--- src/verilog/wdt_pkg.sv ---
// Package of constants, types and register map for the watchdog block.
// Summary of operation
// - Unserviced enabled watchdog forces a full system reset at timeout.
// - Counter chain counts divided oscillator ticks at the chosen rate.
// - Writing zero to bit 0 of the service address restarts the countdown.
// - Counter chain is held cleared during reset and during stop mode.
// - Stop flag set by its reset; power-on, external, watchdog clear it.
// - Address flag set by its reset; power-on, external, watchdog clear it.
// - Watchdog flag set by timeout; cleared by power-on, external, address.
// - Resets only with the factory option set; software cannot turn it off.
// - Rate bits load only on the first control register write after reset.
// - Rate bits never written leave the one-second default, encoding zero.
// - A write that loads the rate bits clears the counter chain.
// - Bit set or clear is a full write; as first write it locks defaults.
// - Rates 00 to 11 give 1, 2, 4 and 8 seconds at 32.768 kHz.
// - In wait mode the watchdog keeps counting and can still time out.
// - Stop mode holds the watchdog counter cleared; counting restarts from zero.
// - Control register holds rate, inhibit, irq level and cause flags.
package wdt_pkg;

   // =========================================================================
   // Register map.
   localparam logic [15:0] ADDR_CTRL_STATUS = 16'h0013;
   localparam logic [15:0] ADDR_IRQ_STATUS  = 16'h0014;
   localparam logic [15:0] ADDR_IRQ_CLEAR   = 16'h0015;
   localparam logic [15:0] ADDR_IRQ_ENABLE  = 16'h0016;
   localparam logic [15:0] ADDR_SERVICE     = 16'h1FF0;

   // =========================================================================
   // Control and status register fields.
   localparam int unsigned BIT_RATE_LOW     = 0;
   localparam int unsigned BIT_RATE_HIGH    = 1;
   localparam int unsigned BIT_WDT_FLAG     = 2;
   localparam int unsigned BIT_ILADDR_FLAG  = 3;
   localparam int unsigned BIT_STOP_FLAG    = 4;
   localparam int unsigned BIT_IRQ_LEVEL    = 5;
   localparam int unsigned BIT_STOP_INHIBIT = 6;
   localparam int unsigned BIT_SERVICE      = 0;
   localparam logic [1:0]  RATE_RESET       = 2'h0;
   localparam logic        IRQ_LEVEL_RESET  = 1'h0;
   localparam logic        STOP_INH_RESET   = 1'h0;

   // =========================================================================
   // Interrupt status bits.
   localparam int unsigned IRQ_BITS         = 3;
   localparam int unsigned IRQ_SERVICED     = 0;
   localparam int unsigned IRQ_RATE_LOCKED  = 1;
   localparam int unsigned IRQ_HALF_WAY     = 2;
   localparam logic [2:0]  IRQ_EN_RESET     = 3'h0;

   // =========================================================================
   // Timing.
   localparam int unsigned SYS_CLK_HZ       = 20000000;
   localparam int unsigned OSC_HZ           = 32768;
   localparam int unsigned MIN_TIMEOUT_S    = 1;
   localparam int unsigned BASE_TICKS       = OSC_HZ * MIN_TIMEOUT_S;
   localparam int unsigned RST_PULSE_NS     = 200;
   localparam int unsigned RST_PULSE_CYC    =
      (RST_PULSE_NS * (SYS_CLK_HZ / 1000000) + 999) / 1000;

   // =========================================================================
   // Types.
   typedef struct packed {
      logic [15:0] addr;
      logic [7:0]  wdata;
      logic        wr;
      logic        rd;
   } wdt_bus_req_s;

   typedef struct packed {
      logic ext;
      logic iladdr;
      logic stop;
   } wdt_rst_cause_s;

   typedef enum logic [0:0] {
      WDT_RUN,
      WDT_RESETTING
   } wdt_state_e;

endpackage : wdt_pkg

--- src/verilog/wdt_top.sv ---
// Watchdog timer with write-once rate select and reset-cause flags.
//
// The address-and-strobe port was chosen for this implementation.
module wdt_top #(
   parameter int unsigned BASE_TICKS = wdt_pkg::BASE_TICKS,
   parameter int unsigned RST_CYCLES = wdt_pkg::RST_PULSE_CYC
) (
   // Clock, reset and clock enable.
   input  wire logic                   sys_clk_in,
   input  wire logic                   rst_n_in,
   input  wire logic                   ce_in,
   // Register port.
   input  wire wdt_pkg::wdt_bus_req_s  bus_in,
   output logic [7:0]                  rdata_out,
   // Oscillator tick and operating modes.
   input  wire logic                   osc_tick_in,
   input  wire logic                   wait_mode_in,
   input  wire logic                   stop_mode_in,
   input  wire logic                   option_enable_in,
   // Reset causes from the rest of the system.
   input  wire wdt_pkg::wdt_rst_cause_s cause_in,
   // Outputs.
   output logic                        wdt_reset_out,
   output logic                        irq_level_sel_out,
   output logic                        stop_inhibit_out,
   output logic                        irq_out
);

   localparam int unsigned CW = $clog2(BASE_TICKS * 8) + 1;
   localparam int unsigned RW = $clog2(RST_CYCLES + 1) + 1;

   // =========================================================================
   // Parameter checks.
   if (BASE_TICKS < 2 || RST_CYCLES < 1
       || BASE_TICKS > 32'h0FFFFFFF) begin : g_bad_param
      $error("wdt_top: unsupported parameter values");
   end

   // =========================================================================
   // State.
   typedef struct packed {
      wdt_pkg::wdt_state_e       state;
      logic [CW-1:0]             count;
      logic [1:0]                rate;
      logic                      locked;
      logic                      flag_wdt;
      logic                      flag_iladdr;
      logic                      flag_stop;
      logic                      irq_level;
      logic                      stop_inh;
      logic [RW-1:0]             rst_cnt;
      logic [wdt_pkg::IRQ_BITS-1:0] irq_stat;
      logic [wdt_pkg::IRQ_BITS-1:0] irq_en;
      logic [7:0]                rdata;
   } wdt_state_s;

   wdt_state_s st;
   wdt_state_s next_st;

   logic [CW-1:0] limit;
   logic          wr_ctrl;
   logic          wr_service;
   logic          timeout;
   logic          half_way;
   logic [wdt_pkg::IRQ_BITS-1:0] irq_set;
   logic [wdt_pkg::IRQ_BITS-1:0] irq_clr;

   // =========================================================================
   // Decode and timeout detection.
   always_comb begin
      limit = CW'(BASE_TICKS) << st.rate;
      wr_ctrl = bus_in.wr && bus_in.addr == wdt_pkg::ADDR_CTRL_STATUS;
      wr_service = bus_in.wr && bus_in.addr == wdt_pkg::ADDR_SERVICE
         && !bus_in.wdata[wdt_pkg::BIT_SERVICE];
      timeout = osc_tick_in && !stop_mode_in
         && st.count == limit - CW'(1) && option_enable_in;
      half_way = osc_tick_in && !stop_mode_in
         && st.count == (limit >> 1);
      irq_set = '0;
      irq_set[wdt_pkg::IRQ_SERVICED] = wr_service;
      irq_set[wdt_pkg::IRQ_RATE_LOCKED] = wr_ctrl && !st.locked;
      irq_set[wdt_pkg::IRQ_HALF_WAY] = half_way;
      irq_clr = '0;
      if (bus_in.wr && bus_in.addr == wdt_pkg::ADDR_IRQ_CLEAR) begin
         irq_clr = bus_in.wdata[wdt_pkg::IRQ_BITS-1:0];
      end
   end

   // =========================================================================
   // Next-state logic.
   always_comb begin
      next_st = st;
      next_st.rdata = 8'h00;

      // Interrupt status: a new event wins over a clear in the same cycle.
      next_st.irq_stat = (st.irq_stat & ~irq_clr) | irq_set;

      case (st.state)
         wdt_pkg::WDT_RUN: begin
            if (stop_mode_in) begin
               next_st.count = '0;
            end else if (wr_service) begin
               next_st.count = '0;
            end else if (wr_ctrl && !st.locked) begin
               next_st.count = '0;
            end else if (osc_tick_in) begin
               // Counting continues in wait mode.
               if (st.count < limit - CW'(1)) begin
                  next_st.count = st.count + CW'(1);
               end
            end

            if (wr_ctrl) begin
               if (!st.locked) begin
                  // Any first write, including a bit set or clear, locks.
                  next_st.rate = {bus_in.wdata[wdt_pkg::BIT_RATE_HIGH],
                                  bus_in.wdata[wdt_pkg::BIT_RATE_LOW]};
                  next_st.locked = 1'b1;
               end
               next_st.irq_level = bus_in.wdata[wdt_pkg::BIT_IRQ_LEVEL];
               next_st.stop_inh = bus_in.wdata[wdt_pkg::BIT_STOP_INHIBIT];
            end

            if (bus_in.wr && bus_in.addr == wdt_pkg::ADDR_IRQ_ENABLE) begin
               next_st.irq_en = bus_in.wdata[wdt_pkg::IRQ_BITS-1:0];
            end

            if (timeout) begin
               next_st.state = wdt_pkg::WDT_RESETTING;
               next_st.rst_cnt = RW'(RST_CYCLES);
               next_st.count = '0;
            end
         end
         wdt_pkg::WDT_RESETTING: begin
            next_st.count = '0;
            if (st.rst_cnt > RW'(1)) begin
               next_st.rst_cnt = st.rst_cnt - RW'(1);
            end else begin
               next_st.state = wdt_pkg::WDT_RUN;
               next_st.rst_cnt = '0;
               next_st.flag_wdt = 1'b1;
               next_st.flag_iladdr = 1'b0;
               next_st.flag_stop = 1'b0;
               next_st.rate = wdt_pkg::RATE_RESET;
               next_st.locked = 1'b0;
               next_st.irq_level = wdt_pkg::IRQ_LEVEL_RESET;
               next_st.stop_inh = wdt_pkg::STOP_INH_RESET;
               next_st.irq_stat = '0;
               next_st.irq_en = wdt_pkg::IRQ_EN_RESET;
            end
         end
         default: begin
            next_st.state = wdt_pkg::WDT_RUN;
         end
      endcase

      // Other system resets reinitialise control and update the flags.
      if (cause_in.ext || cause_in.iladdr || cause_in.stop) begin
         next_st.state = wdt_pkg::WDT_RUN;
         next_st.count = '0;
         next_st.rst_cnt = '0;
         next_st.rate = wdt_pkg::RATE_RESET;
         next_st.locked = 1'b0;
         next_st.irq_level = wdt_pkg::IRQ_LEVEL_RESET;
         next_st.stop_inh = wdt_pkg::STOP_INH_RESET;
         next_st.irq_stat = '0;
         next_st.irq_en = wdt_pkg::IRQ_EN_RESET;
         if (cause_in.ext) begin
            next_st.flag_wdt = 1'b0;
            next_st.flag_iladdr = 1'b0;
            next_st.flag_stop = 1'b0;
         end else if (cause_in.iladdr) begin
            next_st.flag_iladdr = 1'b1;
            next_st.flag_wdt = 1'b0;
         end else begin
            next_st.flag_stop = 1'b1;
         end
      end

      // Read data, valid in the cycle after the read strobe.
      if (bus_in.rd) begin
         if (bus_in.addr == wdt_pkg::ADDR_CTRL_STATUS) begin
            next_st.rdata[wdt_pkg::BIT_RATE_LOW] = st.rate[0];
            next_st.rdata[wdt_pkg::BIT_RATE_HIGH] = st.rate[1];
            next_st.rdata[wdt_pkg::BIT_WDT_FLAG] = st.flag_wdt;
            next_st.rdata[wdt_pkg::BIT_ILADDR_FLAG] = st.flag_iladdr;
            next_st.rdata[wdt_pkg::BIT_STOP_FLAG] = st.flag_stop;
            next_st.rdata[wdt_pkg::BIT_IRQ_LEVEL] = st.irq_level;
            next_st.rdata[wdt_pkg::BIT_STOP_INHIBIT] = st.stop_inh;
         end else if (bus_in.addr == wdt_pkg::ADDR_IRQ_STATUS) begin
            next_st.rdata[wdt_pkg::IRQ_BITS-1:0] = st.irq_stat;
         end else if (bus_in.addr == wdt_pkg::ADDR_IRQ_ENABLE) begin
            next_st.rdata[wdt_pkg::IRQ_BITS-1:0] = st.irq_en;
         end else begin
            next_st.rdata = 8'h00;
         end
      end
   end

   // =========================================================================
   // State register.
   always_ff @(posedge sys_clk_in or negedge rst_n_in) begin
      if (!rst_n_in) begin
         // Power-on reset clears all cause flags and the chain.
         st.state       <= wdt_pkg::WDT_RUN;
         st.count       <= '0;
         st.rate        <= wdt_pkg::RATE_RESET;
         st.locked      <= 1'b0;
         st.flag_wdt    <= 1'b0;
         st.flag_iladdr <= 1'b0;
         st.flag_stop   <= 1'b0;
         st.irq_level   <= wdt_pkg::IRQ_LEVEL_RESET;
         st.stop_inh    <= wdt_pkg::STOP_INH_RESET;
         st.rst_cnt     <= '0;
         st.irq_stat    <= '0;
         st.irq_en      <= wdt_pkg::IRQ_EN_RESET;
         st.rdata       <= 8'h00;
      end else if (ce_in) begin
         st <= next_st;
      end
   end

   // =========================================================================
   // Outputs.
   assign rdata_out = st.rdata;
   assign wdt_reset_out = st.state == wdt_pkg::WDT_RESETTING;
   assign irq_level_sel_out = st.irq_level;
   assign stop_inhibit_out = st.stop_inh;
   assign irq_out = |(st.irq_stat & st.irq_en);

endmodule : wdt_top

--- config.mk ---
export PLATFORM = sky130hd
export DESIGN_NAME = wdt_top
export DESIGN_NICKNAME = d
export VERILOG_FILES = /design/src/verilog/wdt_pkg.sv /design/src/verilog/wdt_top.sv
export SDC_FILE = /design/constraint.sdc
export NUM_CORES = 1
export LEC_CHECK = 0
export ABC_CLOCK_PERIOD_IN_PS = 3400
export BUFFER_PORTS_ARGS = -buffer_cell sky130_fd_sc_hd__buf_2
export CORE_ASPECT_RATIO = 2
export CORE_MARGIN = 1.5
export CORE_UTILIZATION = 40
export CTS_CLUSTER_SIZE = 30
export DETAILED_ROUTE_END_ITERATION = 16
export PLACE_DENSITY = 0.58
export SYNTH_ARGS = -nofsm -noshare
export SYNTH_HDL_FRONTEND = slang
export SYNTH_SLANG_ARGS = --single-unit
--- constraint.sdc ---
create_clock -name sys_clk_in -period 3.4 [get_ports sys_clk_in]
set_clock_uncertainty 0.15 [all_clocks]
set_input_delay 0.17 -clock sys_clk_in [delete_from_list [all_inputs] [get_ports sys_clk_in]]
set_output_delay 0.17 -clock sys_clk_in [all_outputs]
set_load 0.05 [all_outputs]
After elaboration in Yosys (flattened, before gate mapping)
Index checks and enable logic that the tools add are counted.
{"block": "word_totals", "reg_bits": 46, "out_inout_bits": 12, "in_bits": 36, "word_cells": 88}
{"block": "op_classes", "muxes": 29, "bitwise": 5, "n_lt_le_gt_ge": 2, "reduce_logical": 21, "eq_ne": 14, "add_sub_neg": 3, "shift": 1}
{"cell": "19-bit 2-to-1 mux", "n": 5}
{"cell": "16-bit by 5-bit == test with 1-bit output, second input constant", "n": 4}
{"cell": "23-bit one-hot mux with 2 select lines", "n": 1}
{"cell": "38-bit 2-to-1 mux", "n": 1}
{"cell": "3-bit 2-to-1 mux", "n": 9}
{"cell": "20-bit 2-to-1 mux", "n": 1}
{"cell": "19-bit by 1-bit adder with 19-bit output, second input constant", "n": 1}
{"cell": "19-bit by 18-bit == test with 1-bit output", "n": 1}
{"cell": "19-bit == test", "n": 1}
{"cell": "19-bit less-than comparator", "n": 1}
{"cell": "16-bit by 2-bit << shifter with 19-bit output, first input constant", "n": 1}
{"cell": "19-bit by 1-bit subtractor with 19-bit output, second input constant", "n": 1}
{"cell": "16-bit by 13-bit == test with 1-bit output, second input constant", "n": 1}
{"cell": "7-bit 2-to-1 mux", "n": 2}
{"cell": "7-bit != test, second input constant", "n": 2}
{"cell": "3-bit != test, second input constant", "n": 4}
{"cell": "6-bit one-hot mux with 2 select lines", "n": 1}
{"cell": "1-bit logical AND", "n": 10}
{"cell": "3-bit AND reduction", "n": 3}
{"cell": "4-bit 2-to-1 mux", "n": 2}
{"cell": "8-bit 2-to-1 mux", "n": 1}
{"cell": "3-bit AND", "n": 2}
{"cell": "6-bit 2-to-1 mux", "n": 1}
{"cell": "3-bit one-hot mux with 2 select lines", "n": 1}
{"cell": "other kinds (13)", "n": 18}

Longest topological paths before layout
Gate-level depths: netlist of run 1.
{"block": "logic_depth", "depth_word": 11, "depth_mapped": 11, "depth_no_buf": 8}

Worst setup path after synthesis of run 1
No wires, ideal clock.
{"block": "synth_timing", "path_type": "flip-flop to flip-flop", "start": "register st[25] (netlist bit)", "end": "register st[36] (netlist bit)", "synth_period_minus_slack_ns": 2.625, "t_arrival_ns": 2.400, "required_time_ns": 3.176, "path_buffers": 3, "slack_ns": 0.775, "path_stages_with_launch": 12, "setup_ns": 0.074, "path_cell_list": "dfrtp_1 > clkbuf_1 > nand2_1 > ha_1 > nand4b_1 > or3_1 > buf_4 > o22ai_2 > or4b_4 > buf_6 > or3_1 > o21ai_2"}
{"block": "synth_via", "elab_chain_len": 8, "word_cells_on_any_way": 12, "cone_classes": "add/sub: 1; order compare: 1; eq/ne: 3; shift: 1; mux: 3; reduce/logical: 3"}
{"item": "start, declared", "line_no": "wdt_top.sv:57", "source": "wdt_state_s st;"}
{"item": "start signal, assigned", "line_no": "wdt_top.sv:219", "source": "st <= next_st;"}
{"item": "16-bit by 2-bit << shifter with 19-bit output *", "line_no": "wdt_top.sv:71", "source": "limit = CW'(BASE_TICKS) << st.rate;"}
{"item": "19-bit by 1-bit subtractor with 19-bit output *", "line_no": "wdt_top.sv:76, wdt_top.sv:108"}
{"item": "branches (longest 6 deep; another with 19-bit less-than comparator)"}
Mark *: on every way between the ends.
A chain may end at the register's enable or synchronous reset.

Worst setup path after layout of run 1
{"block": "layout_timing", "start": "register st[25] (netlist bit)", "end": "register st[26] (netlist bit)"}
Same word-level chain as after synthesis.

==> impl_results.html, run 1 <==
<table>
<tr><th>Metric</th><th>Value</th></tr>
<tr><th colspan="2">STA</th></tr>
<tr><td>Relative slew slack</td><td>~31%</td></tr>
<tr><td>Final hold violation count</td><td>0</td></tr>
<tr><td>Clock period minus worst slack</td><td>around 2800 ps</td></tr>
<tr><td>Upper clock frequency limit</td><td>~360 MHz</td></tr>
<tr><td>Setup-violating endpoint count in the final report</td><td>0</td></tr>
<tr><td>RSZ-0062 raised after global routing</td><td>false</td></tr>
<tr><td>Summed negative setup slack over all endpoints</td><td>0 ps</td></tr>
<tr><td>Post-route fraction of the period consumed by the critical path</td><td>82.84%</td></tr>
<tr><td>Worst-Margin Slew</td><td>around 1000 ps</td></tr>
<tr><td>Slew Limit Fails</td><td>0</td></tr>
<tr><td>PnR worst setup slack</td><td>583.6 ps</td></tr>
<tr><th colspan="2">Drt</th></tr>
<tr><td>Via Count</td><td>roughly 2700</td></tr>
<tr><td>Vias per cell</td><td>between 5 and 6</td></tr>
<tr><td>Detailed-route DRC error count</td><td>0</td></tr>
<tr><td>Number of nets with antenna violations after routing</td><td>0</td></tr>
<tr><td>Routed length per instance</td><td>around 17 microns</td></tr>
<tr><td>Iteration-0 DRC count of the detailed router</td><td>142</td></tr>
<tr><td>Routed Wire Length</td><td>~7700 microns</td></tr>
<tr><td>Number of optimization iterations in the first detailed-route pass</td><td>4</td></tr>
<tr><th colspan="2">Finish</th></tr>
<tr><td>Total of fill cells in the finished design</td><td>approximately 680</td></tr>
<tr><td>Most common cell after layout, fill and taps aside</td><td>dfrtp_1</td></tr>
<tr><td>Final nets</td><td>408</td></tr>
<tr><td>Syn-to-layout area delta</td><td>16.12%</td></tr>
<tr><td>Diode insertion count for antenna repair</td><td>0</td></tr>
<tr><td>Fraction of final layout cells with drive strength greater than 1</td><td>between 15 and 20%</td></tr>
<tr><td>Top library cells by usage in the layout, fill and taps aside</td><td>45 x dfrtp_1, 42 x buf_2, 32 x nand2_1, 32 x nand3_1</td></tr>
<tr><th colspan="2">Floorplan</th></tr>
<tr><td>DIE HEIGHT</td><td>approximately 120 microns</td></tr>
<tr><td>Die outline area</td><td>between 7000 and 8000 sq um</td></tr>
<tr><td>Initial core utilization</td><td>around 41%</td></tr>
<tr><td>Width of the chip</td><td>about 63 microns</td></tr>
<tr><td>Count of boundary I/O pins</td><td>48</td></tr>
<tr><td>Core ar.</td><td>6940 sq um</td></tr>
<tr><td>Number of cell rows</td><td>43</td></tr>
<tr><th colspan="2">Critical path</th></tr>
<tr><td>Required arrival time at the worst endpoint</td><td>~3500 ps</td></tr>
<tr><td>R2r setup slk</td><td>approximately 580 ps</td></tr>
<tr><td>Endpoint of the worst register-to-register path</td><td>st[26]</td></tr>
<tr><td>Kind of cell adding the most delay to the critical path</td><td>simple AND/OR/NAND/NOR gates</td></tr>
<tr><td>Depth of the worst register-to-register path</td><td>9</td></tr>
<tr><td>Maximum single-stage delay on the critical path</td><td>540 ps</td></tr>
<tr><td>Crit-path max FO</td><td>11</td></tr>
<tr><td>Crit path buf inv count</td><td>1</td></tr>
<tr><td>Reg-to-Reg Start</td><td>st[25]</td></tr>
<tr><td>Ordered list of cells on the worst path</td><td>nand2_1 &gt; ha_1 &gt; nand4b_1 &gt; or3_1 &gt; o22ai_2 &gt; nor4_2 &gt; buf_4 &gt; a31o_1 &gt; o21a_1</td></tr>
<tr><td>WP data arrival</td><td>roughly 2900 ps</td></tr>
<tr><td>Critical path class</td><td>reg -&gt; reg</td></tr>
<tr><td>Crit. Startpoint</td><td>st[25]</td></tr>
<tr><td>Number of cells on the critical path</td><td>9</td></tr>
<tr><td>Max stage delay cell, worst path</td><td>nor4_2</td></tr>
<tr><td>Crit. End Element</td><td>flop</td></tr>
<tr><td>CP startpoint kind</td><td>flop</td></tr>
<tr><th colspan="2">Power and ir drop</th></tr>
<tr><td>Clock power share</td><td>approximately 46%</td></tr>
<tr><td>Share of power burned in registers</td><td>about 45%</td></tr>
<tr><td>Worst vdd rail ir drop</td><td>around 0.00035 V</td></tr>
<tr><td>Comb pwr share</td><td>under 10%</td></tr>
<tr><td>Switching portion of total power</td><td>a little under a quarter</td></tr>
<tr><td>Switching power summed over all nets</td><td>about 0.3 mW</td></tr>
<tr><td>Power density relative to cell area</td><td>roughly 370 nW/um^2</td></tr>
<tr><td>Internal power of the cells</td><td>approximately 0.94 mW</td></tr>
<tr><td>Leak pwr</td><td>1.457 nW</td></tr>
<tr><th colspan="2">Synthesis</th></tr>
<tr><td>Number of synthesized register bits</td><td>45</td></tr>
<tr><td>Number of distinct library cells after synthesis</td><td>62</td></tr>
<tr><td>Number of flops mapped to enable cells by yosys</td><td>0</td></tr>
<tr><td>Synthesized netlist cell count</td><td>327</td></tr>
<tr><td>Share of synthesized area occupied by flip-flops and latches</td><td>39.42%</td></tr>
<tr><td>Asr flop ratio synth</td><td>between 90% and 100%</td></tr>
<tr><td>Post-synthesis cell area</td><td>around 2900 sq um</td></tr>
<tr><td>Mapped Nets</td><td>370</td></tr>
<tr><td>Average cell area after synthesis</td><td>roughly 8.7 sq um</td></tr>
<tr><td>Number of warning messages in the yosys log</td><td>0</td></tr>
<tr><td>Most used flip-flop cell after synthesis</td><td>dfrtp_1</td></tr>
<tr><th colspan="2">CTS</th></tr>
<tr><td>Number of levels in the clock H-tree</td><td>2</td></tr>
<tr><td>Number of buffers inserted during clock tree synthesis</td><td>5</td></tr>
<tr><td>Sinks on Clock Net</td><td>45</td></tr>
<tr><td>Clock-pin transition on the worst setup and hold timing paths</td><td>60 ps</td></tr>
<tr><td>Clock latency on the worst-skew pair</td><td>about 290 ps</td></tr>
<tr><td>Clock root buffer master</td><td>clkbuf_16</td></tr>
<tr><td>CTS tree</td><td>built</td></tr>
<tr><td>Largest buffer count on any clock path</td><td>2</td></tr>
<tr><td>Post_cts resized</td><td>0</td></tr>
<tr><th colspan="2">Placed design</th></tr>
<tr><td>DP Worst Slack</td><td>slightly below 600 ps</td></tr>
<tr><td>HPWL reported at the end of detailed placement</td><td>~5800 microns</td></tr>
<tr><td>Routability congestion estimate</td><td>between 0.8 and 0.9</td></tr>
<tr><td>Buffers on Ports</td><td>42</td></tr>
<tr><th colspan="2">Outcome</th></tr>
<tr><td>Run status</td><td>completed</td></tr>
<tr><th colspan="2">Global route</th></tr>
<tr><td>Total Routing Usage GR</td><td>22.11%</td></tr>
<tr><td>Initial antenna violation count</td><td>0</td></tr>
<tr><td>Vias in the first global route</td><td>approximately 2800</td></tr>
<tr><td>Global-route wire length before repair</td><td>between 10000 and 15000 microns</td></tr>
<tr><td>Total gr overflow</td><td>0</td></tr>
<tr><td>Maximum number of pins on one net before global-route repair</td><td>46</td></tr>
<tr><th colspan="2">Job</th></tr>
<tr><td>Max_cap viols</td><td>0</td></tr>
<tr><th colspan="2">Worst hold path</th></tr>
<tr><td>Cell depth of the worst min-delay path</td><td>4</td></tr>
<tr><td>Source of the worst hold timing path</td><td>cause_in[0]</td></tr>
<tr><td>Worst min-delay path endpoint</td><td>st[16]</td></tr>
<tr><td>Hold Path Class</td><td>in -&gt; reg</td></tr>
</table>
-- repair_timing --
action | in CTS | in global routing
hold buffers | 8 | 0
setup buffers | 0 | 0
endpoints found under the hold margin | 55 | 0
-- power by group through the flow --
stage	Combinational, mW	Clock, mW	Sequential [mW]
CTS	0.118	0.576	0.555
global route	0.131	0.597	0.557
global placement	0.109	0	0.564
detailed placement	0.110	0	0.565
floorplan	0.0583	0	0.562
finish	0.116	0.563	0.555
-- cells by family (layout without fill, tap and decap cells) --
kind of cell / after synthesis / after routing / synth area share, %
flip-flops: 45 / 45 / 39.42
AO/OA/AOI/OAI: 84 / 84 / 20.50
adder cells (fa/ha/maj): 7 / 7 / 3.066
other: 1 / 1 / 0.1313
AND/OR/NAND/NOR: 145 / 145 / 28.21
buffers and inverters: 41 / 80 / 7.139
multiplexers: 4 / 4 / 1.533
-- sequential cells by signal (all words and copies together), names as in the netlist --
| register | cells |
|---|---|
| rdata_out | 7 |
| stop_inhibit_out | 1 |
| wdt_reset_out | 1 |
| st | 35 |
| irq_level_sel_out | 1 |
-- cell usage after synthesis (5+ instances only) --
cell	instances	area share [%]
buf_4	9	2.4
a21oi_1	18	3.2
inv_1	20	2.6
nand4_1	10	2.2
clkbuf_1	6	0.79
nor4_1	10	2.2
and3_1	5	1.1
a22o_1	9	2.8
nor2_1	20	2.6
ha_1	7	3.1
or3_1	7	1.5
nand3_1	32	5.6
dfrtp_1	45	39
o21ai_0	16	2.8
o311ai_1	8	2.5
nand2_1	32	4.2
-- layout make-up --
| type | count | area [sq um] | area share, % |
|---|---|---|---|
| Tap cell | 90 | 112.6 | 3.395 |
| Multi-Input combinational cell | 241 | 1526 | 46.02 |
| Clock inverter | 3 | 46.29 | 1.396 |
| Sequential cell | 45 | 1126 | 33.95 |
| Inverter | 20 | 75.07 | 2.263 |
| Clock buffer | 5 | 125.1 | 3.772 |
| Timing Repair Buffer | 52 | 305.3 | 9.204 |
-- worst reg2reg max path, stage by stage (launching register included) --
cell,delay (ps)
dfrtp_1,490
nand2_1,130
ha_1,300
nand4b_1,180
or3_1,280
o22ai_2,130
nor4_2,540
buf_4,300
a31o_1,160
o21a_1,110
-- stage by stage --
stage          hold slack [ps]  cells  power (mW)  area, sq um  utilization [%]
2_1_floorplan           -275.6    327      0.6204         2856                -
3_3_place_gp             257.4    440      0.6729         3065            44.17
3_5_place_dp             261.1    440      0.6748         3065            44.17
4_1_cts                  47.44    456       1.248         3317            47.79
5_1_grt                  87.94    456       1.285         3317            47.79
6_report                 50.12    456       1.233         3317            47.79
-- worst max-delay path by stage --
stage	endpoint	slack, ps
3_5_place_dp	st[26]	580
3_3_place_gp	st[26]	630
6_report	st[26]	580
4_1_cts	st[26]	560
2_1_floorplan	st[36]	780
5_1_grt	st[43]	320
-- routing by layer --
metal	wire [microns]	vias up	GRT usage, %
met3	199	16	3.208
met5	0	-	0
met2	4451	69	44.29
met4	227	0	11.25
li1	-	1291	-
met1	2824	1310	21.29
Note: power is estimated with default switching activity, not from simulation.
==> run 2, diff against run 1 <==
--- a/config.mk
+++ b/config.mk
@@ -5,7 +5,7 @@
 export SDC_FILE = /design/constraint.sdc
 export NUM_CORES = 1
 export LEC_CHECK = 0
-export ABC_CLOCK_PERIOD_IN_PS = 3400
+export ABC_CLOCK_PERIOD_IN_PS = 2800
 export BUFFER_PORTS_ARGS = -buffer_cell sky130_fd_sc_hd__buf_2
 export CORE_ASPECT_RATIO = 2
 export CORE_MARGIN = 1.5
==> constraint.sdc (replaced) <==
create_clock -name sys_clk_in -period 2.8 [get_ports sys_clk_in]
set_clock_uncertainty 0.15 [all_clocks]
set_input_delay 0.14 -clock sys_clk_in [delete_from_list [all_inputs] [get_ports sys_clk_in]]
set_output_delay 0.14 -clock sys_clk_in [all_outputs]
set_load 0.05 [all_outputs]
==> run 2 against run 1 <==
  * Clock power increased by 5.2%
  * Sequential power increased by 21%
  * Critical path depth decreased by 1
  * Hold slack improved by 40 ps
  * Cell area increased by 2.0%
  * Worst setup slack got worse by 340 ps
==> impl_results.html, run 2 (synthesized netlist as in run 1, its figures left out) <==
<table>
<tr><th>Metric</th><th>Value</th></tr>
<tr><th colspan="2">Finish</th></tr>
<tr><td>Most common cell after layout, fill and taps aside</td><td>dfrtp_1</td></tr>
<tr><td>Total of fill cells in the finished design</td><td>approximately 690</td></tr>
<tr><td>Syn-to-layout area delta</td><td>18.48%</td></tr>
<tr><td>Count of placed standard cells in the final layout, fillers left out</td><td>467</td></tr>
<tr><td>Final non-filler cell area</td><td>around 3400 sq um</td></tr>
<tr><td>Number of flip-flops under the largest register name</td><td>35</td></tr>
<tr><td>Largest Register</td><td>st</td></tr>
<tr><td>Top library cells by usage in the layout, fill and taps aside</td><td>44 x dfrtp_1, 42 x buf_2, 32 x nand2_1, 32 x nand3_1</td></tr>
<tr><td>Share of the core filled with cells in the final layout</td><td>roughly 50%</td></tr>
<tr><td>Diode insertion count for antenna repair</td><td>0</td></tr>
<tr><td>Final nets</td><td>between 400 and 500</td></tr>
<tr><td>Fraction of final layout cells with drive strength greater than 1</td><td>around a fifth</td></tr>
<tr><th colspan="2">Outcome</th></tr>
<tr><td>Run status</td><td>completed</td></tr>
<tr><th colspan="2">STA</th></tr>
<tr><td>Upper clock frequency limit</td><td>slightly below 400 MHz</td></tr>
<tr><td>RSZ-0062 raised after global routing</td><td>false</td></tr>
<tr><td>Final hold violation count</td><td>0</td></tr>
<tr><td>Post-route fraction of the period consumed by the critical path</td><td>between 90 and 100%</td></tr>
<tr><td>Slew Limit Fails</td><td>0</td></tr>
<tr><td>Worst-Margin Slew</td><td>1049 ps</td></tr>
<tr><td>Setup-violating endpoint count in the final report</td><td>0</td></tr>
<tr><td>Clock period minus worst slack</td><td>approximately 2600 ps</td></tr>
<tr><td>PnR worst setup slack</td><td>between 200 and 250 ps</td></tr>
<tr><td>Relative slew slack</td><td>about 30%</td></tr>
<tr><td>Summed negative setup slack over all endpoints</td><td>0 ps</td></tr>
<tr><th colspan="2">Drt</th></tr>
<tr><td>Iteration-0 DRC count of the detailed router</td><td>about 120</td></tr>
<tr><td>Via Count</td><td>approximately 2700</td></tr>
<tr><td>Number of optimization iterations in the first detailed-route pass</td><td>4</td></tr>
<tr><td>Detailed-route DRC error count</td><td>0</td></tr>
<tr><td>Routed Wire Length</td><td>7742 microns</td></tr>
<tr><td>Routed length per instance</td><td>about 17 microns</td></tr>
<tr><td>Vias per cell</td><td>5.726</td></tr>
<tr><td>Number of nets with antenna violations after routing</td><td>0</td></tr>
<tr><th colspan="2">Global route</th></tr>
<tr><td>Vias in the first global route</td><td>about 2700</td></tr>
<tr><td>Initial antenna violation count</td><td>0</td></tr>
<tr><td>Global-route wire length before repair</td><td>roughly 13000 microns</td></tr>
<tr><td>Total Routing Usage GR</td><td>between 20% and 30%</td></tr>
<tr><td>Total gr overflow</td><td>0</td></tr>
<tr><td>Maximum number of pins on one net before global-route repair</td><td>46</td></tr>
<tr><th colspan="2">Job</th></tr>
<tr><td>Max_cap viols</td><td>0</td></tr>
<tr><th colspan="2">Floorplan</th></tr>
<tr><td>Count of boundary I/O pins</td><td>between 40 and 50</td></tr>
<tr><td>Die outline area</td><td>7688 sq um</td></tr>
<tr><td>Width of the chip</td><td>around 63 microns</td></tr>
<tr><td>Number of cell rows</td><td>43</td></tr>
<tr><td>Core ar.</td><td>~6900 sq um</td></tr>
<tr><td>DIE HEIGHT</td><td>~120 microns</td></tr>
<tr><td>Initial core utilization</td><td>~41%</td></tr>
<tr><th colspan="2">Critical path</th></tr>
<tr><td>Crit-path max FO</td><td>11</td></tr>
<tr><td>CP startpoint kind</td><td>flop</td></tr>
<tr><td>Critical path class</td><td>reg -&gt; reg</td></tr>
<tr><td>Required arrival time at the worst endpoint</td><td>between 2000 and 3000 ps</td></tr>
<tr><td>WP data arrival</td><td>2630 ps</td></tr>
<tr><td>Crit. End Element</td><td>flop</td></tr>
<tr><th colspan="2">CTS</th></tr>
<tr><td>CTS tree</td><td>built</td></tr>
<tr><td>Number of levels in the clock H-tree</td><td>2</td></tr>
<tr><td>Number of buffers inserted during clock tree synthesis</td><td>5</td></tr>
<tr><td>Clock root buffer master</td><td>clkbuf_16</td></tr>
<tr><td>Largest buffer count on any clock path</td><td>2</td></tr>
<tr><td>Sinks on Clock Net</td><td>45</td></tr>
<tr><td>Count of buffers added by post-CTS timing repair for setup</td><td>0</td></tr>
<tr><td>Clock-pin transition on the worst setup and hold timing paths</td><td>around 70 ps</td></tr>
<tr><td>Clock latency on the worst-skew pair</td><td>roughly 290 ps</td></tr>
<tr><th colspan="2">Power and ir drop</th></tr>
<tr><td>Internal power of the cells</td><td>1.051 mW</td></tr>
<tr><td>Share of power burned in registers</td><td>a little under half</td></tr>
<tr><td>Power density relative to cell area</td><td>around 420 nW/um^2</td></tr>
<tr><td>Leak pwr</td><td>1.503 nW</td></tr>
<tr><td>Clock power share</td><td>a little over two fifths</td></tr>
<tr><td>Comb pwr share</td><td>approximately 10%</td></tr>
<tr><td>Worst vdd rail ir drop</td><td>around 0.00024 V</td></tr>
<tr><td>Switching power summed over all nets</td><td>~0.36 mW</td></tr>
<tr><td>Switching portion of total power</td><td>between 20% and 30%</td></tr>
<tr><th colspan="2">Worst hold path</th></tr>
<tr><td>Hold Path Class</td><td>in -&gt; reg</td></tr>
<tr><th colspan="2">Placed design</th></tr>
<tr><td>DP Worst Slack</td><td>about 140 ps</td></tr>
<tr><td>Buffers on Ports</td><td>between 40 and 50</td></tr>
<tr><td>Cell count after placement</td><td>between 400 and 500</td></tr>
<tr><td>Routability congestion estimate</td><td>~0.85</td></tr>
<tr><td>Area after DPL</td><td>between 3000 and 4000 sq um</td></tr>
<tr><td>HPWL reported at the end of detailed placement</td><td>5929 microns</td></tr>
</table>
run 2: cell types whose count changed in the layout (fill, tap and decap cells not counted), sizes merged:
cell / change
buf: +11
bufinv: -1
inv: +1
run 2: timing repair:
| action | in CTS | in global routing |
|---|---|---|
| endpoints found under the hold margin | 57 | 0 |
| setup endpoints to repair | 0 | 12 |
| hold buffers | 8 | 0 |
| gates resized for setup | 0 | 2 |
run 2: final timing paths:
path / from / to / slack, ps / depth (start not counted)
worst max-delay path: st[24] / st[36] / 240 / 8
worst min-delay path: cause_in[1] / st[22] / 90 / 3
worst max register to register: st[24] / st[36] / 240 / 8
worst min register to register: st[15] / st[15] / 350 / 2
max in group asynchronous: rst_n_in / st[25] / 1360 / 2
min in group asynchronous: rst_n_in / rdata_out[3] / 420 / 2
run 2: critical path, stage by stage, from the launching register on:
cell	delay (ps)
dfrtp_1	450
nand2_1	130
ha_1	310
nand4b_1	120
or3_1	160
o22ai_2	110
or4b_4	630
or3_1	360
o21ai_2	60
run 2: stage by stage:
stage,hold slack (ps),total power [mW]
after CTS,87.40,1.430
after global routing,131.3,1.468
after global placement,225.2,0.8200
final,89.65,1.409
after detailed placement,231.3,0.8216
after floorplan,-305.6,0.7534
run 2: power groups by stage:
stage                     logic (mW)  registers (mW)  clock network (mW)
after floorplan               0.0707           0.683                   0
after global placement         0.135           0.685                   0
after detailed placement       0.136           0.685                   0
after CTS                      0.145           0.673               0.611
after global routing           0.162           0.676               0.629
final                          0.144           0.673               0.592
run 2: cell type report:
cell class / instances / area (sq um) / share of cell area (%)
Clock inverter: 3 / 21.27 / 0.6285
Timing Repair Buffer: 63 / 387.9 / 11.46
Tap cell: 90 / 112.6 / 3.327
Sequential cell: 45 / 1127 / 33.31
Inverter: 20 / 75.07 / 2.218
Clock buffer: 5 / 125.1 / 3.697
Multi-Input combinational cell: 241 / 1535 / 45.36
run 2: per-layer routing:
metal	track usage [%]	vias to the layer above	part of all wire, %
met2	44.42	67	59
met4	10.42	0	2.9
met1	21.51	1288	35
met3	2.291	11	2.7
met5	0	-	0
li1	-	1308	-
